**src/hdl/pdm_defs.vh**
```
// Constants shared by the poll data mapper files.
`ifndef PDM_DEFS_VH
`define PDM_DEFS_VH
// ****************************************************************
// Poll group sizes
// ****************************************************************
`define PDM_SHORT_REQ_BYTES 7'd6
`define PDM_EXT_REQ_BYTES   7'd46
`define PDM_SHORT_REQ_WORDS 5'd3
`define PDM_EXT_REQ_WORDS   5'd23
`define PDM_SHORT_RSP_WORDS 5'd9
`define PDM_EXT_RSP_WORDS   5'd15
`define PDM_BYTE_CNT_MAX    7'h7f
// ****************************************************************
// Drive register numbers and fields
// ****************************************************************
`define PDM_REG_CTRL        6'd32
`define PDM_CTRL_START_BIT  0
`define PDM_CTRL_STOP_BIT   1
`define PDM_CTRL_RESET_VAL  16'h0000
`define PDM_LOSS_SEL_FAULT  2'h1
`endif

```
**src/hdl/pdm_ram.v**
```verilog
// Small register-read memory used for staging and for the drive status image.
`timescale 1ns/1ps
module pdm_ram #(
    parameter WIDTH = 16,
    parameter DEPTH = 64,
    parameter AW    = 6
) (
    // Clock
    input  wire             clk,
    input  wire             ce,
    // Write port
    input  wire             wrEn,
    input  wire [AW-1:0]    wrAddr,
    input  wire [WIDTH-1:0] wrData,
    // Read port
    input  wire             rdEn,
    input  wire [AW-1:0]    rdAddr,
    output reg  [WIDTH-1:0] rdData
);
    reg [WIDTH-1:0] mem [0:DEPTH-1];

    always @(posedge clk)
    begin
        if (ce)
        begin
            if (wrEn)
                mem[wrAddr] <= wrData;
            if (rdEn)
                rdData <= mem[rdAddr];
        end
    end
endmodule // pdm_ram

```
**src/hdl/pdm_fifo.v**
```verilog
// Synchronous FIFO with valid/ready on both sides.
`timescale 1ns/1ps
module pdm_fifo #(
    parameter WIDTH = 9,
    parameter DEPTH = 16,
    parameter AW    = 4
) (
    // Clock and reset
    input  wire             clk,
    input  wire             resetn,
    input  wire             ce,
    // Fill side
    input  wire             inValid,
    output wire             inReady,
    input  wire [WIDTH-1:0] inData,
    // Drain side
    output wire             outValid,
    input  wire             outReady,
    output wire [WIDTH-1:0] outData
);
    reg [WIDTH-1:0] mem [0:DEPTH-1];
    reg [AW:0]      wrPtr;
    reg [AW:0]      rdPtr;
    wire            empty;
    wire            full;
    wire            push;
    wire            pop;

    assign empty    = (wrPtr == rdPtr);
    assign full     = (wrPtr[AW] != rdPtr[AW]) && (wrPtr[AW-1:0] == rdPtr[AW-1:0]);
    assign inReady  = ~full & ce;
    assign outValid = ~empty & ce;
    assign outData  = mem[rdPtr[AW-1:0]];
    assign push     = inValid & inReady;
    assign pop      = outValid & outReady;

    always @(posedge clk)
    begin
        if (!resetn)
        begin
            wrPtr <= {(AW+1){1'b0}};
            rdPtr <= {(AW+1){1'b0}};
        end
        else if (ce)
        begin
            if (push)
            begin
                mem[wrPtr[AW-1:0]] <= inData;
                wrPtr <= wrPtr + 1'b1;
            end
            if (pop)
                rdPtr <= rdPtr + 1'b1;
        end
    end
endmodule // pdm_fifo

```
**src/hdl/pdm_mapper.v**
```verilog
// Poll message mapper between the network request/response streams and drive registers.
//
// Function
// RULE1: A request of exactly the expected byte count is accepted and answered with the input word group.
// RULE2: A request of wrong, non-zero length is discarded and gets no response.
// RULE3: Two fixed group sets exist, chosen by a configuration input, with fixed sizes and order.
// RULE4: The short set takes 3 request words and returns 9 response words.
// RULE5: The extended set adds request words after the control words and 6 response words after the status.
// RULE6: The short set consumes 6 bytes and produces 18 bytes.
// RULE7: The extended set consumes 46 bytes and produces 30 bytes.
// RULE8: A zero-length poll or strobe request clears start and stop, bits 0 and 1 of register 32.
// RULE9: Request words 0 to 2 go to registers 32, 33 and 34.
// RULE10: Extended request words 3 to 22 go to registers 37 to 49, then 51, 52, 53, 56, 57, 58 and 62.
// RULE11: Response words 0 to 8 carry registers 0 to 8.
// RULE12: Extended response words 9 to 14 carry registers 12, 13, 14, 15, 16 and 27.
// RULE13: No poll group reaches a register outside the basic set.
// RULE14: The master sends and expects exactly the byte counts of the selected set.
// RULE15: Request data reaches the regulator only while the poll connection is open.
// RULE16: Loss of the poll connection takes the selected loss action, faulting when so chosen.
// RULE17: Words travel low byte first, packed in table order.
`timescale 1ns/1ps
`include "pdm_defs.vh"
module pdm_mapper #(
    parameter FIFO_DEPTH = 16,
    parameter FIFO_AW    = 4
) (
    // Clock and reset
    input  wire        clk,
    input  wire        resetn,
    input  wire        ce,
    // Configuration
    input  wire        extSet,
    input  wire [1:0]  commLossSel,
    input  wire        pollConnOpen,
    // Request byte stream
    input  wire        reqValid,
    output wire        reqReady,
    input  wire [7:0]  reqData,
    input  wire        reqLast,
    input  wire        zeroReq,
    // Response byte stream
    output reg         rspValid,
    input  wire        rspReady,
    output reg  [7:0]  rspData,
    output reg         rspLast,
    // Drive status image write port
    input  wire        statWrEn,
    input  wire [5:0]  statWrAddr,
    input  wire [15:0] statWrData,
    // Regulator side
    output reg         regWrValid,
    output reg  [5:0]  regWrAddr,
    output reg  [15:0] regWrData,
    output reg  [15:0] ctrlWord,
    output reg         commLossFault,
    output reg         reqDropped
);
    // ****************************************************************
    // States
    // ****************************************************************
    localparam [2:0] S_RECV   = 3'd0;
    localparam [2:0] S_COMMIT = 3'd1;
    localparam [2:0] S_RSP_RD = 3'd2;
    localparam [2:0] S_RSP_LD = 3'd3;
    localparam [2:0] S_RSP_LO = 3'd4;
    localparam [2:0] S_RSP_HI = 3'd5;

    // ****************************************************************
    // Word-to-register tables
    // ****************************************************************
    // Six-bit results keep every poll access inside the basic set.
    function [5:0] cmdReg;
        input [4:0] idx;
        begin
            case (idx)
                5'd0, 5'd1, 5'd2: cmdReg = `PDM_REG_CTRL + {1'b0, idx}; // RULE9
                5'd16: cmdReg = 6'd51; // RULE10
                5'd17: cmdReg = 6'd52;
                5'd18: cmdReg = 6'd53;
                5'd19: cmdReg = 6'd56;
                5'd20: cmdReg = 6'd57;
                5'd21: cmdReg = 6'd58;
                5'd22: cmdReg = 6'd62;
                default: cmdReg = 6'd34 + {1'b0, idx}; // RULE10
            endcase
        end
    endfunction

    function [5:0] rspReg;
        input [4:0] idx;
        begin
            if (idx <= 5'd8)
                rspReg = {1'b0, idx}; // RULE11
            else if (idx <= 5'd13)
                rspReg = {1'b0, idx} + 6'd3; // RULE12
            else
                rspReg = 6'd27; // RULE12
        end
    endfunction

    // ****************************************************************
    // Declarations
    // ****************************************************************
    reg  [2:0]  state;
    reg  [6:0]  byteCnt;
    reg  [7:0]  loByte;
    reg  [4:0]  cIdx;
    reg  [4:0]  cPendIdx;
    reg         cPend;
    reg  [4:0]  rIdx;
    reg         zeroPend;
    reg         connPrev;
    reg         setLatched;
    wire [6:0]  expBytes;
    wire [4:0]  reqWords;
    wire [4:0]  rspWords;
    wire        fifoValid;
    wire        fifoReady;
    wire [8:0]  fifoData;
    wire        pop;
    wire        stWrEn;
    wire        stRdEn;
    wire [15:0] stRdData;
    wire [15:0] statRdData;
    wire        zeroService;
    wire [6:0]  nextCnt;

    // Group set is held for a whole exchange so a mid-message change cannot skew sizes.
    assign expBytes = setLatched ? `PDM_EXT_REQ_BYTES : `PDM_SHORT_REQ_BYTES; // RULE3 RULE6 RULE7
    assign reqWords = setLatched ? `PDM_EXT_REQ_WORDS : `PDM_SHORT_REQ_WORDS; // RULE4 RULE5
    assign rspWords = setLatched ? `PDM_EXT_RSP_WORDS : `PDM_SHORT_RSP_WORDS; // RULE4 RULE5

    assign zeroService = zeroPend && (state == S_RECV) && (byteCnt == 7'd0);
    assign fifoReady   = (state == S_RECV) && !zeroService && ce;
    assign pop         = fifoValid & fifoReady;
    assign nextCnt     = (byteCnt == `PDM_BYTE_CNT_MAX) ? byteCnt : byteCnt + 7'd1;
    assign stWrEn      = pop && byteCnt[0] && (byteCnt < 7'd64);
    assign stRdEn      = (state == S_COMMIT) && (cIdx < reqWords);

    // ****************************************************************
    // Buffers
    // ****************************************************************
    pdm_fifo #(
        .WIDTH (9),
        .DEPTH (FIFO_DEPTH),
        .AW    (FIFO_AW)
    ) uReqFifo (
        .clk      (clk),
        .resetn   (resetn),
        .ce       (ce),
        .inValid  (reqValid),
        .inReady  (reqReady),
        .inData   ({reqLast, reqData}),
        .outValid (fifoValid),
        .outReady (fifoReady),
        .outData  (fifoData)
    );

    // Request words are staged so a wrong-length message never touches the regulator.
    pdm_ram #(
        .WIDTH (16),
        .DEPTH (32),
        .AW    (5)
    ) uStage (
        .clk    (clk),
        .ce     (ce),
        .wrEn   (stWrEn),
        .wrAddr (byteCnt[5:1]),
        .wrData ({fifoData[7:0], loByte}), // RULE17
        .rdEn   (stRdEn),
        .rdAddr (cIdx),
        .rdData (stRdData)
    );

    pdm_ram #(
        .WIDTH (16),
        .DEPTH (64),
        .AW    (6)
    ) uStatus (
        .clk    (clk),
        .ce     (ce),
        .wrEn   (statWrEn),
        .wrAddr (statWrAddr),
        .wrData (statWrData),
        .rdEn   (state == S_RSP_RD),
        .rdAddr (rspReg(rIdx)), // RULE13
        .rdData (statRdData)
    );

    // ****************************************************************
    // Connection loss handling
    // ****************************************************************
    always @(posedge clk)
    begin
        if (!resetn)
        begin
            connPrev      <= 1'b0;
            commLossFault <= 1'b0;
        end
        else if (ce)
        begin
            connPrev <= pollConnOpen;
            if (connPrev && !pollConnOpen && commLossSel == `PDM_LOSS_SEL_FAULT)
                commLossFault <= 1'b1; // RULE16
            else if (!connPrev && pollConnOpen)
                commLossFault <= 1'b0;
        end
    end

    // A zero-length request arriving during a busy exchange is held, never lost.
    always @(posedge clk)
    begin
        if (!resetn)
            zeroPend <= 1'b0;
        else if (ce)
            zeroPend <= zeroReq | (zeroPend & ~zeroService);
    end

    // ****************************************************************
    // Message sequencer
    // ****************************************************************
    always @(posedge clk)
    begin
        if (!resetn)
        begin
            state      <= S_RECV;
            byteCnt    <= 7'd0;
            loByte     <= 8'h00;
            cIdx       <= 5'd0;
            cPendIdx   <= 5'd0;
            cPend      <= 1'b0;
            rIdx       <= 5'd0;
            setLatched <= 1'b0;
            rspValid   <= 1'b0;
            rspData    <= 8'h00;
            rspLast    <= 1'b0;
            regWrValid <= 1'b0;
            regWrAddr  <= 6'h00;
            regWrData  <= 16'h0000;
            ctrlWord   <= `PDM_CTRL_RESET_VAL;
            reqDropped <= 1'b0;
        end
        else if (ce)
        begin
            regWrValid <= 1'b0;
            reqDropped <= 1'b0;
            cPend      <= stRdEn;
            cPendIdx   <= cIdx;
            case (state)
                S_RECV:
                begin
                    if (byteCnt == 7'd0)
                        setLatched <= extSet; // RULE3
                    if (zeroService)
                    begin
                        // Stop is written even with the connection down, so the drive always halts.
                        ctrlWord[`PDM_CTRL_START_BIT] <= 1'b0; // RULE8
                        ctrlWord[`PDM_CTRL_STOP_BIT]  <= 1'b0; // RULE8
                        regWrValid <= 1'b1;
                        regWrAddr  <= `PDM_REG_CTRL;
                        regWrData  <= ctrlWord & 16'hfffc; // RULE8
                    end
                    else if (pop)
                    begin
                        if (!byteCnt[0])
                            loByte <= fifoData[7:0]; // RULE17
                        if (fifoData[8])
                        begin
                            byteCnt <= 7'd0;
                            if (nextCnt == expBytes)
                            begin
                                cIdx  <= 5'd0;
                                state <= S_COMMIT; // RULE1 RULE14
                            end
                            else
                                reqDropped <= 1'b1; // RULE2
                        end
                        else
                            byteCnt <= nextCnt;
                    end
                end
                S_COMMIT:
                begin
                    if (stRdEn)
                        cIdx <= cIdx + 5'd1;
                    if (cPend)
                    begin
                        regWrValid <= pollConnOpen; // RULE15
                        regWrAddr  <= cmdReg(cPendIdx); // RULE9 RULE10 RULE13
                        regWrData  <= stRdData;
                        if (cPendIdx == 5'd0 && pollConnOpen)
                            ctrlWord <= stRdData; // RULE15
                    end
                    if (!stRdEn && !cPend)
                    begin
                        rIdx  <= 5'd0;
                        state <= S_RSP_RD; // RULE1
                    end
                end
                S_RSP_RD:
                    state <= S_RSP_LD;
                S_RSP_LD:
                begin
                    rspValid <= 1'b1;
                    rspData  <= statRdData[7:0]; // RULE17
                    rspLast  <= 1'b0;
                    state    <= S_RSP_LO;
                end
                S_RSP_LO:
                begin
                    if (rspReady)
                    begin
                        rspData <= statRdData[15:8]; // RULE17
                        rspLast <= (rIdx == rspWords - 5'd1); // RULE6 RULE7
                        state   <= S_RSP_HI;
                    end
                end
                S_RSP_HI:
                begin
                    if (rspReady)
                    begin
                        rspValid <= 1'b0;
                        rspLast  <= 1'b0;
                        if (rIdx == rspWords - 5'd1)
                            state <= S_RECV;
                        else
                        begin
                            rIdx  <= rIdx + 5'd1;
                            state <= S_RSP_RD; // RULE11 RULE12
                        end
                    end
                end
                default:
                    state <= S_RECV;
            endcase
        end
    end
endmodule // pdm_mapper

```
**config.mk**
```make
export PLATFORM = sky130hd
export DESIGN_NAME = pdm_mapper
export DESIGN_NICKNAME = d
export VERILOG_FILES = /design/src/hdl/pdm_ram.v /design/src/hdl/pdm_fifo.v /design/src/hdl/pdm_mapper.v
export VERILOG_INCLUDE_DIRS = /design/src /design/src/hdl
export SDC_FILE = /design/constraint.sdc
export NUM_CORES = 2
export LEC_CHECK = 0
export ABC_AREA = 1
export ABC_CLOCK_PERIOD_IN_PS = 4820
export BUFFER_PORTS_ARGS = -buffer_cell sky130_fd_sc_hd__buf_2
export CORE_MARGIN = 4
export CORE_UTILIZATION = 50
export CTS_BUF_LIST = sky130_fd_sc_hd__clkbuf_16
export DETAILED_ROUTE_END_ITERATION = 7
export PLACE_DENSITY = 0.66
export REMOVE_ABC_BUFFERS = 1
export SLEW_MARGIN = 0
export SYNTH_ARGS = -nofsm -noshare
export SYNTH_HDL_FRONTEND = slang
export SYNTH_SLANG_ARGS = --single-unit
```
**constraint.sdc**
```tcl
create_clock -name clk -period 4.82 [get_ports clk]
set_clock_uncertainty 0.05 [all_clocks]
set_input_delay 1.446 -clock clk [delete_from_list [all_inputs] [get_ports clk]]
set_output_delay 1.446 -clock clk [all_outputs]
set_load 0.01 [all_outputs]
```
==> results.ini <==
[routing]
avgRoutedWirePerCell_um = 23.0
vias = 37100
drtAntennaViolNets = 0
routed_wirelength_um = 147000
drc = 0
drt_iter0_markers = 4398
drtPass1Iterations = 8
via_per_inst = 5.81

[worst_setup_path]
r2r_setup_slack_ns = 1.38
rr_worst_depth = 10
critical_path_class = in -> out
worst_setup_path_end_kind = output port
startpoint = ce
cp-start-kind = input pin
path_max_fanout = 13
worstPathRequired_ns = 3.32
r2r-start = byteCnt[0]$_SDFFE_PN0P_
critical_path_arrival_ns = 2.40
worstSetupEndpoint = reqReady
worstReg2RegEnd = uStage.mem[9][13]$_DFFE_PP_

[global_routing]
antenna_found_initial = 3
grt_pass1_vias = 34600
grt_pass1_wl_um = 218000
grt_use_total_pct = 25.6
grt_start_max_net_pins = 209
grt_overflow = 0

[clock_tree]
htree_num_levels = 4
cts_setup_buffers = 0
cts_hold_buf = 0
cts_tree = done
cts_resized = 0
cts_buffer_depth = 3
clk_pin_slew_ns = 0.06
clk_latency_ns = 0.74
cts_made_buffers = 136
clkSinkCount = 1302
cts-root-buf = clkbuf_16

[logic_synthesis]
synth_top_cell_by_area = edfxtp_1
netlist_instances = 4782
synth-async-reset-ratio_pct = 0
yosysWarnings = 0
netlist.area_leader.share_pct = 66.5
synth_edf_count = 1200
syn_area_um2 = 54200
yosysSeqAreaShare_pct = 70.2
synth.avg_cell_area_um2 = 11.3
synth_most_common_cell = edfxtp_1
synth_area_leaders = edfxtp_1 (66%), nand3_1 (5.8%), nand2_1 (4.7%)
yosys-top-cells-count = edfxtp_1 (1200), nand2_1 (679), nand3_1 (623)
synth_ff_type = edfxtp_1
yosys_register_bits = 1302
yosysUniqueCellTypes = 40

[cells_and_area]
fin_cells = 6376
n_fill_cell = 8701
syn2layout_area_growth_pct = 11.8
nets = 4919
drive_gt1_share_pct = 9.05

[floorplanning]
initial_utilization_pct = 50.5
die_w_um = 337
core_region_area_um2 = 107000
die_area_um2 = 114000
die_y_um = 337
fp-row-count = 120
ios = 94

[timing]
fin_crit_sh_pct = 80.7
tightest_slew_ns = 1.29
hold_violations = 0
report.final.slew_viol_count = 0
rsz0062_at_grt = no
timing.fmax_ghz = 0.257
maxSlewHeadroom_pct = 14.2
holdWs_ns = 0.398
tns_ns = 0
setup_viol = 0
period_needed_ns = 3.89

[power_and_ir_drop]
vdd_drop_max_mv = 0.345
total_power_w = 0.0242
total_leakage_power_nw = 22.8
cellPowerDensity_nw_per_um2 = 400

[run]
maxCapViolCount = 0

[min_path]
hold_depth = 2
hold_class = reg -> reg

[placement]
dp.cells = 6127
globalplace.congestion = 0.891
dp_hpwl_um = 85400
io_buffers = 93

[outcome]
status = completed

-- through the flow --
stage | cell area, um^2 | setup WS [ns] | util, %
2_1_floorplan | 53000 | -7.27 | -
5_1_grt | 60600 | 0.875 | 56.4
6_report | 60600 | 0.929 | 56.5
4_1_cts | 60600 | 0.927 | 56.4
3_3_place_gp | 56400 | 0.747 | 52.6
3_5_place_dp | 56400 | 0.711 | 52.6
-- area by class of cell --
type	count	area (um^2)	share of cell area, %
inverters	495	1870	3.08
clock buffers	137	3430	5.66
flip-flops and latches	1302	38100	62.9
multi-input cells	2698	13100	21.6
repair buffers	229	1650	2.72
diodes	3	7.51	0.0124
well taps	1403	1760	2.90
clock inverters	109	722	1.19
-- worst min-delay path by stage --
stage	slack, ns	endpoint	from
2_1_floorplan	0.40	regWrAddr[5]$_SDFFE_PN0P_	cPendIdx[4]$_SDFFE_PN0P_
3_3_place_gp	0.38	ctrlWord[1]$_SDFFE_PN0P_	ctrlWord[1]$_SDFFE_PN0P_
3_5_place_dp	0.39	ctrlWord[1]$_SDFFE_PN0P_	ctrlWord[1]$_SDFFE_PN0P_
4_1_cts	0.40	ctrlWord[1]$_SDFFE_PN0P_	ctrlWord[1]$_SDFFE_PN0P_
5_1_grt	0.43	regWrAddr[2]$_SDFFE_PN0P_	regWrAddr[2]$_SDFFE_PN0P_
6_report	0.40	ctrlWord[1]$_SDFFE_PN0P_	ctrlWord[1]$_SDFFE_PN0P_
-- routing by layer --
layer	global-route usage, %	share of wire [%]	up-vias	wire length, um
met5	0	0	-	0
met4	9.43	3.4	0	5020
met3	3.49	8.6	281	12600
met2	41.4	48	1815	69700
met1	35.6	40	18000	59400
li1	-	-	17000	-
-- sequential cells by signal, indices dropped and copies added (netlist names), 6 cells and up, named ones only --
register	cells
uStage.rdData	16
uStatus.rdData	16
uReqFifo.mem	144
ctrlWord	16
regWrData	16
uStatus.mem	512
byteCnt	7
rspData	8
loByte	8
regWrAddr	6
uStage.mem	512
-- kinds of logic (layout without fill, tap and decap cells) --
kind of cell,Yosys count,count (layout),share of synthesized area [%]
and+or+nand+nor,1960,1960,16.0
DFF,1302,1302,70.2
buffers and inverters,782,970,5.74
AOI/OAI and AO/OA,711,711,7.48
adders and majority gates,15,15,0.346
xor gates and xnor gates,12,12,0.194
other,0,3,0
-- power breakdown --
part           internal, W  switching, W  total (W)
sequential          0.0128      0.000306     0.0131
clock              0.00547       0.00432    0.00979
combinational     0.000269       0.00103    0.00130
total               0.0186       0.00566     0.0242
-- worst max-delay path, cell delays in order --
cell	delay (ns)
buf_2	0.25
buf_4	0.26
nand2_1	0.21
inv_1	0.09
buf_2	0.13
-- cell usage in the layout (no fill, tap or decap), types with 15 or more instances in the layout --
cell type	netlist	final
nand3b_1	113	113
a21oi_1	81	81
clkinv_2	0	16
edfxtp_1	1200	1200
dfxtp_1	102	90
inv_1	487	528
clkinv_1	3	28
buf_4	10	123
nor3_1	16	16
clkbuf_16	0	137
ha_1	15	15
nor2_1	498	495
nand2_1	679	676
o22ai_1	136	136
buf_2	107	93
nand3_1	623	623
o21ai_0	375	375
o221ai_1	63	63
a31oi_1	22	22
Note: power is estimated with default switching activity, not from simulation.
